### src/hsp_defines.svh
// Constants for the host slave port: register indices, reset values, timing.
// Assumes inclusion by bare name from the package and the port modules.
`ifndef HSP_DEFINES_SVH
`define HSP_DEFINES_SVH
`define HSP_IDX_EVENT_FLAG 4'h7
`define HSP_IDX_EVENT_MASK 4'hf
`define HSP_RST_EVENT_MASK 8'h00
`define HSP_RST_GENERAL    8'h00
`define HSP_N_EVENTS       3
`define HSP_EV_RX          0
`define HSP_EV_TX          1
`define HSP_EV_DMA         2
`define HSP_WR_CYCLES      2
`endif

### src/hsp_pkg.sv
// Types shared by the host slave port modules.
// Assumes nothing beyond the defines header.
`include "hsp_defines.svh"
package hsp_pkg;
  typedef enum logic [1:0] {ST_IDLE, ST_LATCH_RD, ST_MEM_WR} rw_state_e;
  typedef logic [7:0] reg_byte_t;
endpackage : hsp_pkg

### src/host_slave_port.sv
// Host slave port: pin-level register access, attention request, latch handshake.
// Assumes host pins are asynchronous to I_CLK; event inputs come from logic on I_CLK.
`timescale 1ns/1ps
`include "hsp_defines.svh"
module host_slave_port #(
  parameter int N_EVENTS  = `HSP_N_EVENTS,
  parameter int WR_CYCLES = `HSP_WR_CYCLES
) (
  input  wire logic        I_CLK,
  input  wire logic        I_NRST,
  input  wire logic        I_CS_N,
  input  wire logic        I_HOST_WRITE_STROBE_N,
  input  wire logic        I_HOST_READ_STROBE_N,
  input  wire logic        I_ADDRESS_LATCH_STROBE,
  input  wire logic [3:0]  I_REGISTER_SELECT,
  input  wire logic [15:0] I_MUXED_ADDR_DATA_BUS,
  output logic      [15:0] O_MUXED_ADDR_DATA_BUS,
  output logic      [15:0] O_MUXED_ADDR_DATA_BUS_OE_N,
  input  wire logic        I_DMA_ACTIVE,
  input  wire logic        I_REMOTE_WRITE_ACTIVE,
  input  wire logic        I_LATCH_WRITE_ACK_N,
  output logic             O_PORT_LATCH_READ_ENABLE_N,
  output logic             O_BUF_WRITE_N,
  input  wire logic [hsp_pkg::reg_byte_t'(0)+N_EVENTS-1:0] I_EVENT,
  output logic             O_ATTENTION
);
  import hsp_pkg::*;

  // Elaboration guards; flags read back as one byte and the cycle counter is four bits
  if (N_EVENTS < 1 || N_EVENTS > 8)
  begin : g_bad_events
    $error("N_EVENTS must be 1 to 8");
  end
  if (WR_CYCLES < 1 || WR_CYCLES > 15)
  begin : g_bad_cycles
    $error("WR_CYCLES must be 1 to 15");
  end

  // Reset release through two flops
  logic rst_meta;
  logic rst_n;
  always_ff @(posedge I_CLK or negedge I_NRST)
  begin
    if (!I_NRST)
    begin
      rst_meta <= 1'b0;
      rst_n    <= 1'b0;
    end
    else
    begin
      rst_meta <= 1'b1;
      rst_n    <= rst_meta;
    end
  end

  // Pin synchronisers; stage one feeds only stage two
  localparam int SW = 17;
  logic [SW-1:0] pin_raw;
  logic [SW-1:0] pin_meta;
  logic [SW-1:0] pin_sync;
  logic          wr_s_d;
  logic          ack_s_d;
  assign pin_raw = {I_CS_N, I_HOST_WRITE_STROBE_N, I_HOST_READ_STROBE_N, I_ADDRESS_LATCH_STROBE,
                    I_LATCH_WRITE_ACK_N, I_REGISTER_SELECT, I_MUXED_ADDR_DATA_BUS[7:0]};
  always_ff @(posedge I_CLK or negedge rst_n)
  begin
    if (!rst_n)
    begin
      pin_meta <= {1'b1, 1'b1, 1'b1, 1'b0, 1'b1, 12'h000};
      pin_sync <= {1'b1, 1'b1, 1'b1, 1'b0, 1'b1, 12'h000};
      wr_s_d   <= 1'b1;
      ack_s_d  <= 1'b1;
    end
    else
    begin
      pin_meta <= pin_raw;
      pin_sync <= pin_meta;
      wr_s_d   <= pin_sync[15];
      ack_s_d  <= pin_sync[12];
    end
  end

  logic       cs_s;
  logic       rd_s;
  logic       als_s;
  logic [3:0] ra_s;
  logic [7:0] d_s;
  logic       wr_rise;
  logic       ack_fall;
  assign cs_s     = pin_sync[16];
  assign rd_s     = pin_sync[14];
  assign als_s    = pin_sync[13];
  assign ra_s     = pin_sync[11:8];
  assign d_s      = pin_sync[7:0];
  assign wr_rise  = pin_sync[15] && !wr_s_d;
  assign ack_fall = !pin_sync[12] && ack_s_d;

  // Register select latch and register writes
  logic [3:0]  sel;
  logic [3:0]  next_sel;
  reg_byte_t   mask;
  reg_byte_t   next_mask;
  reg_byte_t   gen_regs [16];
  logic        slave;
  logic        wr_hit;
  logic [N_EVENTS-1:0] flags;
  logic [N_EVENTS-1:0] clr;
  assign slave  = !cs_s && !I_DMA_ACTIVE;
  assign wr_hit = slave && wr_rise;

  always_comb
  begin
    next_sel  = sel;
    next_mask = mask;
    if (slave && als_s)
      next_sel = ra_s;
    if (wr_hit && sel == `HSP_IDX_EVENT_MASK)
      next_mask = d_s;
  end

  always_ff @(posedge I_CLK or negedge rst_n)
  begin
    if (!rst_n)
    begin
      sel  <= 4'h0;
      mask <= `HSP_RST_EVENT_MASK;
      for (int i = 0; i < 16; i++)
        gen_regs[i] <= `HSP_RST_GENERAL;
    end
    else
    begin
      sel  <= next_sel;
      mask <= next_mask;
      if (wr_hit)
        gen_regs[sel] <= d_s;
    end
  end

  // Event flags, cleared by writing ones to the flag register
  assign clr = (wr_hit && sel == `HSP_IDX_EVENT_FLAG) ? d_s[N_EVENTS-1:0] : '0;
  for (genvar g = 0; g < N_EVENTS; g++)
  begin : g_flag
    event_flag_bit u_flag (
      .i_clk   (I_CLK),
      .i_rst_n (rst_n),
      .i_set   (I_EVENT[g]),
      .i_clear (clr[g]),
      .o_flag  (flags[g])
    );
  end

  // Read data mux and bus drive
  reg_byte_t   rdata;
  logic [15:0] next_bus;
  logic [15:0] next_bus_oe_n;
  logic        next_attention;
  always_comb
  begin
    rdata = gen_regs[sel];
    if (sel == `HSP_IDX_EVENT_FLAG)
      rdata = reg_byte_t'(flags);
    else if (sel == `HSP_IDX_EVENT_MASK)
      rdata = mask;
    next_bus       = 16'h0000;
    next_bus_oe_n  = 16'hffff;
    if (slave && !rd_s)
    begin
      next_bus      = {8'h00, rdata};
      next_bus_oe_n = 16'hff00;
    end
    next_attention = |(flags & mask[N_EVENTS-1:0]);
  end

  always_ff @(posedge I_CLK or negedge rst_n)
  begin
    if (!rst_n)
    begin
      O_MUXED_ADDR_DATA_BUS      <= 16'h0000;
      O_MUXED_ADDR_DATA_BUS_OE_N <= 16'hffff;
      O_ATTENTION                <= 1'b0;
    end
    else
    begin
      O_MUXED_ADDR_DATA_BUS      <= next_bus;
      O_MUXED_ADDR_DATA_BUS_OE_N <= next_bus_oe_n;
      O_ATTENTION                <= next_attention;
    end
  end

  // Remote write: latch read enable first, then buffer write with it still held.
  // Acknowledges arriving mid cycle are dropped; the system paces one per cycle.
  rw_state_e  st;
  rw_state_e  next_st;
  logic [3:0] cnt;
  logic [3:0] next_cnt;
  logic       next_prd_n;
  logic       next_bwr_n;
  always_comb
  begin
    next_st    = st;
    next_cnt   = cnt;
    next_prd_n = 1'b1;
    next_bwr_n = 1'b1;
    case (st)
      ST_IDLE:
        if (ack_fall && I_REMOTE_WRITE_ACTIVE)
        begin
          next_st    = ST_LATCH_RD;
          next_prd_n = 1'b0;
        end
      ST_LATCH_RD:
      begin
        next_st    = ST_MEM_WR;
        next_cnt   = 4'(WR_CYCLES - 1);
        next_prd_n = 1'b0;
        next_bwr_n = 1'b0;
      end
      ST_MEM_WR:
        if (cnt == 4'h0)
          next_st = ST_IDLE;
        else
        begin
          next_cnt   = cnt - 4'h1;
          next_prd_n = 1'b0;
          next_bwr_n = 1'b0;
        end
      default:
        next_st = ST_IDLE;
    endcase
  end

  always_ff @(posedge I_CLK or negedge rst_n)
  begin
    if (!rst_n)
    begin
      st                         <= ST_IDLE;
      cnt                        <= 4'h0;
      O_PORT_LATCH_READ_ENABLE_N <= 1'b1;
      O_BUF_WRITE_N              <= 1'b1;
    end
    else
    begin
      st                         <= next_st;
      cnt                        <= next_cnt;
      O_PORT_LATCH_READ_ENABLE_N <= next_prd_n;
      O_BUF_WRITE_N              <= next_bwr_n;
    end
  end
endmodule : host_slave_port

### src/event_flag_bit.sv
// One sticky event flag with set-over-clear priority.
// Assumes set and clear come from logic on the same clock.
`timescale 1ns/1ps
module event_flag_bit (
  input  wire logic i_clk,
  input  wire logic i_rst_n,
  input  wire logic i_set,
  input  wire logic i_clear,
  output logic      o_flag
);
  logic next_flag;

  // Set wins so an event in the clearing cycle is not lost
  always_comb
  begin
    next_flag = o_flag;
    if (i_clear)
      next_flag = 1'b0;
    if (i_set)
      next_flag = 1'b1;
  end

  // Flag storage
  always_ff @(posedge i_clk or negedge i_rst_n)
  begin
    if (!i_rst_n)
      o_flag <= 1'b0;
    else
      o_flag <= next_flag;
  end
endmodule : event_flag_bit

### config.mk
export PLATFORM = sky130hd
export DESIGN_NAME = host_slave_port
export DESIGN_NICKNAME = d
export VERILOG_FILES = /design/src/hsp_pkg.sv /design/src/host_slave_port.sv /design/src/event_flag_bit.sv
export VERILOG_INCLUDE_DIRS = /design/src
export SDC_FILE = /design/constraint.sdc
export NUM_CORES = 1
export LEC_CHECK = 0
export ABC_AREA = 1
export BUFFER_PORTS_ARGS = -buffer_cell sky130_fd_sc_hd__buf_4
export CAP_MARGIN = 20
export CELL_PAD_IN_SITES_DETAIL_PLACEMENT = 0
export CELL_PAD_IN_SITES_GLOBAL_PLACEMENT = 1
export CORE_ASPECT_RATIO = 0.7
export CORE_UTILIZATION = 46
export DETAILED_ROUTE_END_ITERATION = 8
export PLACE_DENSITY = 0.78
export SYNTH_ARGS = -nofsm -noshare
export SYNTH_HDL_FRONTEND = slang
export SYNTH_SLANG_ARGS = --single-unit
### constraint.sdc
create_clock -name I_CLK -period 6.4 [get_ports I_CLK]
set_clock_uncertainty 0.2 [all_clocks]
set_input_delay 0.32 -clock I_CLK [delete_from_list [all_inputs] [get_ports I_CLK]]
set_output_delay 0.32 -clock I_CLK [all_outputs]
set_load 0.01 [all_outputs]
## Word-level counts from Yosys, hierarchy flattened

Cells that the tools add are included.

- Bits in registers: 214
- Logic and storage cells: 96
- Output and inout bits: 35
- Input bits: 32

- Add/subtract/negate cells: 1
- Muxes and demuxes: 26
- Bitwise operators: 2
- $lt $le $gt $ge: 2
- Equal/unequal tests: 7
- Reductions and logical operators: 24

Operators by type and width:

| operator | count |
|---|---|
| $bwmux 128 | 1 |
| $mux 8 | 7 |
| $bmux 8 s4 | 1 |
| $demux 8 s4 | 1 |
| $logic_and 1x1->1 | 10 |
| $mux 1 | 8 |
| $pmux 4 s2 | 1 |
| $reduce_bool 2->1 | 4 |
| $ne 2x2->1 const B | 3 |
| $pmux 2 s3 | 1 |
| $ge 5x5->1 const B | 1 |
| $logic_not 1->1 | 5 |
| $lt 5x1->1 const B | 1 |
| $not 4->5 | 1 |
| $eq 4x3->1 const B | 1 |
| $eq 4x4->1 const B | 1 |
| $logic_not 4->1 | 1 |
| $mux 2 | 2 |
| $mux 4 | 1 |
| $reduce_and 2->1 | 2 |
| $sub 4x1->4 const B | 1 |
| $and 3x3->3 | 1 |
| $mux 3 | 1 |
| $pmux 1 s3 | 1 |
| other kinds (5) | 5 |

## Depth between registers and ports, before layout

Gate-level depths: netlist of run 1.

- Depth in word-level cells: 7
- Depth in mapped cells: 11
- Gate-level depth less buffers: 9

## By module

A second synthesis of run 1 with hierarchy kept.

- Cell total of the unflattened synthesis: 847
- Area total of the unflattened synthesis: 7883.8 µm²

By module, submodules not included:

| module | sequential area each (µm²) | cells each | area an instance (µm²) | times used |
|---|---|---|---|---|
| host_slave_port | 4720.8 | 832 | 7763.7 | 1 |
| event_flag_bit | 25.0 | 5 | 40.0 | 3 |

## Worst setup path before layout of run 1

Ideal clock, no wire load.

- Path type: reg-to-reg
- Start: register pin_sync[15]
- End: register gen_regs[127] in the netlist's numbering
- Setup time: 134 ps
- Data arrival time: 1381 ps
- Path slack: 4685 ps
- Cell stages (with the launch flop): 9
- Path buffers: 1
- Data required time: 6066 ps
- Clock period less this slack: 1715 ps
- Cells stage by stage: dfstp_2 > inv_1 > nor2_1 > nand2_1 > nor3_2 > nand2_1 > buf_2 > nand2_1 > o21ai_0

- Word-level cells in the longest chain between the ends: 2

RTL lines:

| item | RTL line | RTL |
|---|---|---|
| start: declaration | host_slave_port.sv:60 | `logic [SW-1:0] pin_sync;` |
| start signal: assignment | host_slave_port.sv:70 | `pin_sync <= {1'b1, 1'b1, 1'b1, 1'b0, 1'b1, 12'h000};` |
| start signal: assignment | host_slave_port.sv:77 | `pin_sync <= pin_meta;` |
| $logic_and 1x1->1 | host_slave_port.sv:95 | `assign wr_rise = pin_sync[15] && !wr_s_d;` |
| $logic_and 1x1->1 | host_slave_port.sv:109 | `assign wr_hit = slave && wr_rise;` |
| end signal: indexed assignment | host_slave_port.sv:128 | `` gen_regs[i] <= `HSP_RST_GENERAL; `` |
| end signal: indexed assignment | host_slave_port.sv:135 | `gen_regs[sel] <= d_s;` |
| end: declaration | host_slave_port.sv:103 | `reg_byte_t gen_regs [16];` |

No other way between the ends.
A chain may end at the register's enable or synchronous reset.

## Final worst setup path of run 1

- Start: register sel[0]
- End: register gen_regs[113] in the netlist's numbering

- Word-level cells in the longest chain between the ends: 6
- Elaborated cells between the ends (all ways): 7
- Classes of those cells: order compare: 2; mux: 3; bitwise: 1; reduce/logical: 1

RTL lines:

| item | RTL line | RTL |
|---|---|---|
| start: declaration | host_slave_port.sv:99 | `logic [3:0] sel;` |
| start signal: assignment | host_slave_port.sv:132 | `sel <= next_sel;` |
| $not 4->5 (implied by the code) * | host_slave_port.sv:135 |  |
| $ge 5x5->1 (implied by the code) / $lt 5x1->1 (equally long branches) | host_slave_port.sv:135 |  |
| $logic_and 1x1->1 (implied by the code) | host_slave_port.sv:135 |  |
| $mux 8 (implied by the code) | host_slave_port.sv:135 |  |
| $demux 8 s4 * | host_slave_port.sv:135 |  |
| $bwmux 128 * | host_slave_port.sv:135 |  |

Every way passes the cells marked *; elsewhere a longest branch is shown, timed or not.

==> metrics.txt, run 1 <==
status completed; share of synthesized flip-flops with an asynchronous set or reset 1.00; PortBufs 42; top post-synthesis cells by area dfrtp_1 57%, nand2_1 14%, o21ai_0 6.9%; Fin. Hold Viols 0; FF-to-FF Start sel[0]$_DFFE_PN0P_; Std-Cell Rows 39; clock root buffer clkbuf_16; Setup Fix Bufs, Post-CTS 0; worst path cell trace inv_4 > nor2_4 > nand3_1 > o21ai_0; register area share after synthesis 0.610; Num Clock Sinks 191; Distinct cells, synth 31; Slew Limit Fails 0; first-pass GRT wire length about 30,000 um; cell with the most instances after synthesis nand2_1; class of the worst hold path register to asynchronous set/reset pin; crit end category register; Worst Path Required 6530 ps; antenna fix cells 0; CP max stage delay ~880 ps; H-tree levels 4; Fill cells about 1,500; Starting Density 0.477; initial antenna violation count 0; clk_lat worst skew roughly 440 ps; setup TNS 0 ps; R2R cell count 4; worst-path fanout max 30; Crit-path slowest cell dfrtp_1; Yosys top cell area share 0.566; Util after Layout 0.548; Iter 0 DRT Violations 498; Synth warnings 0; grt total ovfl 0; dpl hpwl between 10,000 and 15,000 um; Via Count 5,842; Num CTS Buffers 17; # setup viols final 0; chip height roughly 110 um; Setup crit start kind register; #FFs+latches synth 191; Placer Congestion just under 0.8; Arrival @ worst endpoint roughly 3300 ps; drt total wl between 15,000 and 20,000 um; post-route ant nets 0; final worst path period need ~3200 ps; period utilization 0.499; core area around 16,000 um^2; Bufs on Longest Clock Path 2; vias in the first global route approximately 5,600; Critical R2R Capture gen_regs[113]$_DFFE_PN0P_; Vias/cell about 5.2; gr usage total 0.225; hold_ws approximately 27 ps; unrepaired setup endpoints after global routing no; Syn Area/Cell about 9.4 um^2; most common flop cell mapped by yosys dfrtp_1; Synth top cells by count 298 x nand2_1, 178 x dfrtp_1, 109 x o21ai_0; DR pass1 iterations 7; WL per Instance approximately 16 um; die area 17,600 um^2; largest net degree at the start of global routing between 80 and 90; fmax ~310 MHz; Cell Area, Synth roughly 7900 um^2; flop2flop setup slack roughly 3200 ps; Peak VDD IR approximately 0.00018 V; clk slew on worst S/H paths 70 ps; boundary pin count 67; Pwr Density about 340 nW/um^2; Post-synth EDFFs 0; Cells after Synth between 800 and 900; CTS tree done; CP Class register to register; Residual DRC 0; share of cells above drive strength 1 0.121; final net count 918; slew margin rel. 0.384; Leak roughly 0.0043 uW; Worst Tran Pin Value between 900 and 1000 ps; Area Growth Syn to Fin 14.9%; Die Wd roughly 160 um; Max Cap Violations 0; post-synth top area cell dfrtp_1
[critical path, delay by kind of cell (launching register included)]
family                 cells  cell delay [ps]
and+or+nand+nor            2             1430
DFF                        1              880
buffers and inverters      1              190
AOI/OAI and AO/OA          1              370
[power breakdown]
group          total (uW)  switching (uW)  internal, uW
logic                 502             320           182
registers            1470            99.8          1370
clock network        1100             500           600
total                3070             919          2150
[per-stage QoR]
stage          instances  power (uW)  worst slack, ps  cell area (um^2)
6_report            1118        3070             3210              9040
5_1_grt             1118        3250             3000              9040
4_1_cts             1117        3100             3210              9010
3_5_place_dp        1062        1980             3270              8160
3_3_place_gp        1062        1950             3320              8160
2_1_floorplan        856        1840              506              7920
[kinds of logic (layout without fill, tap and decap cells)]
group	count (synthesis)	in the layout	share of synthesized area
AOI/OAI and AO/OA	185	185	0.128
adders and majority gates	6	6	0.00954
buffers and inverters	96	133	0.0652
DFF	191	191	0.610
muxes	1	1	0.00143
other	2	17	0.000955
and+or+nand+nor	360	360	0.186
[final cells by class]
class                      count  area (um^2)  share of cell area
tap                          225          282              0.0311
sequential                   191         4800               0.531
multi-input combinational    569         2620               0.290
clock inverter                14          195              0.0216
timing repair buffer          68          588              0.0650
inverter                      33          129              0.0143
clock buffer                  18          429              0.0475
[worst max path at each step]
stage                                  start                   endpoint  slack (ps)  cells after the start
final                     sel[0]$_DFFE_PN0P_  gen_regs[113]$_DFFE_PN0P_        3210                      4
after global routing      sel[0]$_DFFE_PN0P_   gen_regs[20]$_DFFE_PN0P_        3000                      4
after CTS                 sel[0]$_DFFE_PN0P_   gen_regs[19]$_DFFE_PN0P_        3210                      4
after detailed placement  sel[0]$_DFFE_PN0P_   gen_regs[19]$_DFFE_PN0P_        3270                      4
after global placement    sel[0]$_DFFE_PN0P_   gen_regs[19]$_DFFE_PN0P_        3320                      4
after floorplan              rst_n$_DFF_PN0_      O_ATTENTION$_DFF_PN0_         510                      0
[layout by cell type (no fill, tap or decap), types with 2 or more instances in the layout]
cell	netlist	layout
nand2_2	4	4
inv_4	2	2
clkinv_8	0	3
dfrtp_1	178	177
buf_4	29	44
a22oi_1	29	29
o21ai_1	34	34
nand4_1	10	10
a21oi_1	11	11
inv_6	0	4
dfstp_2	13	13
inv_8	0	3
nand2_1	298	298
nand3_2	2	2
o21ai_0	109	109
nand3_1	11	11
bufinv_16	0	2
inv_1	29	29
nor2_1	26	26
nor2_4	2	3
clkinv_4	0	2
inv_2	2	2
ha_1	6	6
clkbuf_16	0	17
conb_1	2	17
dlygate4sd3_1	0	23
[registers in the layout, summed over array words and instances, names as in the netlist]
| name | count |
|---|---|
| mask | 1 |
| O_ATTENTION | 1 |
| O_MUXED_ADDR_DATA_BUS | 8 |
| O_MUXED_ADDR_DATA_BUS_OE_N | 1 |
| pin_meta | 17 |
| rst_meta | 1 |
| O_BUF_WRITE_N | 1 |
| cnt | 4 |
| wr_s_d | 1 |
| gen_regs | 127 |
| g_flag.u_flag.o_flag | 3 |
| rst_n | 1 |
| sel | 4 |
| pin_sync | 17 |
| st | 2 |
| O_PORT_LATCH_READ_ENABLE_N | 1 |
| ack_s_d | 1 |
[timing repair]
action / CTS / global route
hold buffers: 23 / 0
endpoints found under the setup margin: 0 / 0
hold endpoints to repair: 23 / 0
gates resized for setup: 0 / 0
[metal layers]
layer / part of all wire / GRT usage
met4: 0.0091 / 0.0590
met1: 0.47 / 0.328
met5: 0 / 0
met3: 0.068 / 0.0518
met2: 0.45 / 0.339
Note: power is estimated with default switching activity, not from simulation.
==> inputs of run 2 (changes only) <==
clock period = 3 ns   (was 6.4 ns; I/O delays follow)
==> metrics.txt, run 2 (synthesis gave the netlist of run 1 again) <==
Post-Place Setup Slack between 800 and 900 ps; vias in the first global route about 5,700; Clk pwr share 0.350; net switching fraction of the power 0.288; Die Wd around 160 um; Critical R2R Capture O_MUXED_ADDR_DATA_BUS[6]$_DFF_PN0_; P_int about 4700 uW; Placer Congestion a little under 0.8; CP Class register to register; DR pass1 iterations 5; # setup viols final 0; Sw Pwr 1890 uW; die area roughly 18,000 um^2; FF-to-FF Start sel[0]$_DFFE_PN0P_; PortBufs 42; Non-Filler Instances roughly 1,100; Leak roughly 0.0043 uW; unrepaired setup endpoints after global routing no; largest register by flop count gen_regs; antenna fix cells 0; final net count around 930; Placed Cells between 1,000 and 1,500; Max Cap Violations 0; clk slew on worst S/H paths roughly 70 ps; CTS tree done; flop2flop setup slack about 800 ps; Iter 0 DRT Violations roughly 460; Bufs on Longest Clock Path 2; Num CTS Buffers 17; Via Count slightly below 6,000; Peak VDD IR 0.000416 V; Worst Setup SP sel[0]$_DFFE_PN0P_; Worst Tran Pin Value between 700 and 800 ps; buffer and inverter count on the worst path 2; share of cells above drive strength 1 0.133; Gate power share 0.173; WL per Instance about 16 um; Total Power 6570 uW; Most Used Layer, Global Route met2; GRT met2 Usage 0.341; Slew Limit Fails 0; Worst Path Required between 3000 and 4000 ps; drt total wl between 15,000 and 20,000 um; Num Clock Sinks 191; final worst slack a little under 800 ps; core area roughly 16,000 um^2; final worst path period need ~2200 ps; Vias/cell 5.22; boundary pin count between 60 and 70; chip height 111 um; clk_lat worst skew about 430 ps; Area Growth Syn to Fin 16.5%; gr usage total 0.225; Pwr Density approximately 720 nW/um^2; Starting Density 0.477; Setup crit start kind register; setup TNS 0 ps; critical path endpoint O_MUXED_ADDR_DATA_BUS[6]$_DFF_PN0_; largest net degree at the start of global routing 74; slew margin rel. 0.522; worst-path fanout max 14; grt total ovfl 0; class of the worst hold path register to register; clock root buffer clkbuf_16; Util after Layout 0.556; Residual DRC 0; M1 GR Usage 0.331; PostCTS Resize Cnt 0; Fin. Hold Viols 0; R2R cell count 9; initial antenna violation count 0; first-pass GRT wire length 30,000 um; most frequent cells in the layout 298 x nand2_1, 177 x dfrtp_1, 109 x o21ai_0, 54 x buf_4, 34 x o21ai_1; Crit. path cell count 9; post-route ant nets 0; dpl hpwl approximately 12,000 um; status completed; most common cell after layout, fill and taps aside nand2_1; period utilization 0.735; Largest delay share family, worst path simple AND/OR/NAND/NOR gates; most numerous cell on the critical path nand2_1; H-tree levels 4; Seq pwr share 0.477; crit end category register; biggest regs gen_regs: 127 flops, pin_meta: 17 flops, pin_sync: 17 flops; Crit-path slowest cell dfrtp_1; worst path cell trace buf_4 > nor2_4 > buf_12 > nand2_1 > nand3_1 > nand2_1 > nand2_1 > nor2_1 > nor2_1; Arrival @ worst endpoint between 2000 and 2500 ps; fmax 454 MHz; CP max stage delay roughly 480 ps; met3 Use GR 0.0362; max reg flops around 130; Std-Cell Rows 39
[run 2: cell types whose count changed in the layout (fill, tap and decap cells not counted), sizes merged]
cell	before	now
buf	45	59
bufinv	2	3
clkinv	5	4
inv	40	35
clkinvlp	0	4
clkbuf	18	19
dlygate4sd3	23	24
[run 2: layout make-up]
type                    instances  area, um^2
well taps                     225         282
clock inverters                13         165
fillers                      1479        7330
flip-flops and latches        191        4800
repair buffers                 83         746
inverters                      33         129
clock buffers                  19         433
multi-input cells             569        2610
[run 2: layer usage]
metal	wire [um]	share of wire	up-vias
met2	8300	0.45	172
met3	1000	0.055	23
met4	258	0.014	0
li1	-	-	2808
met5	0	0	-
met1	8850	0.48	2916
[run 2: power groups by stage]
stage,Sequential [uW],Combinational [uW],Clock [uW]
floorplan,3150,769,0
global placement,3160,1070,0
detailed placement,3170,1110,0
CTS,3130,1140,2340
global route,3180,1310,2430
finish,3130,1140,2300
[run 2: stage by stage]
step           hold WS, ps  cell area [um^2]
6_report               150              9170
5_1_grt                155              9170
4_1_cts                149              9170
3_5_place_dp          -266              8330
3_3_place_gp          -268              8330
2_1_floorplan         -346              7930
[run 2: repair_timing]
item                                    in CTS  in global routing
endpoints found under the setup margin       0                  0
buffers inserted                             0                  0
hold buffers                                24                  0
hold endpoints to repair                    29                  0
[run 2: worst min-delay path by stage]
stage | start | slack (ps) | depth (start not counted) | to
5_1_grt | I_MUXED_ADDR_DATA_BUS[7] | 150 | 2 | pin_meta[7]$_DFF_PN0_
3_5_place_dp | I_NRST | -270 | 1 | rst_meta$_DFF_PN0_
2_1_floorplan | I_NRST | -350 | 0 | rst_meta$_DFF_PN0_
3_3_place_gp | I_NRST | -270 | 1 | rst_meta$_DFF_PN0_
4_1_cts | I_MUXED_ADDR_DATA_BUS[7] | 150 | 2 | pin_meta[7]$_DFF_PN0_
6_report | pin_meta[9]$_DFF_PN0_ | 150 | 0 | pin_sync[9]$_DFF_PN0_
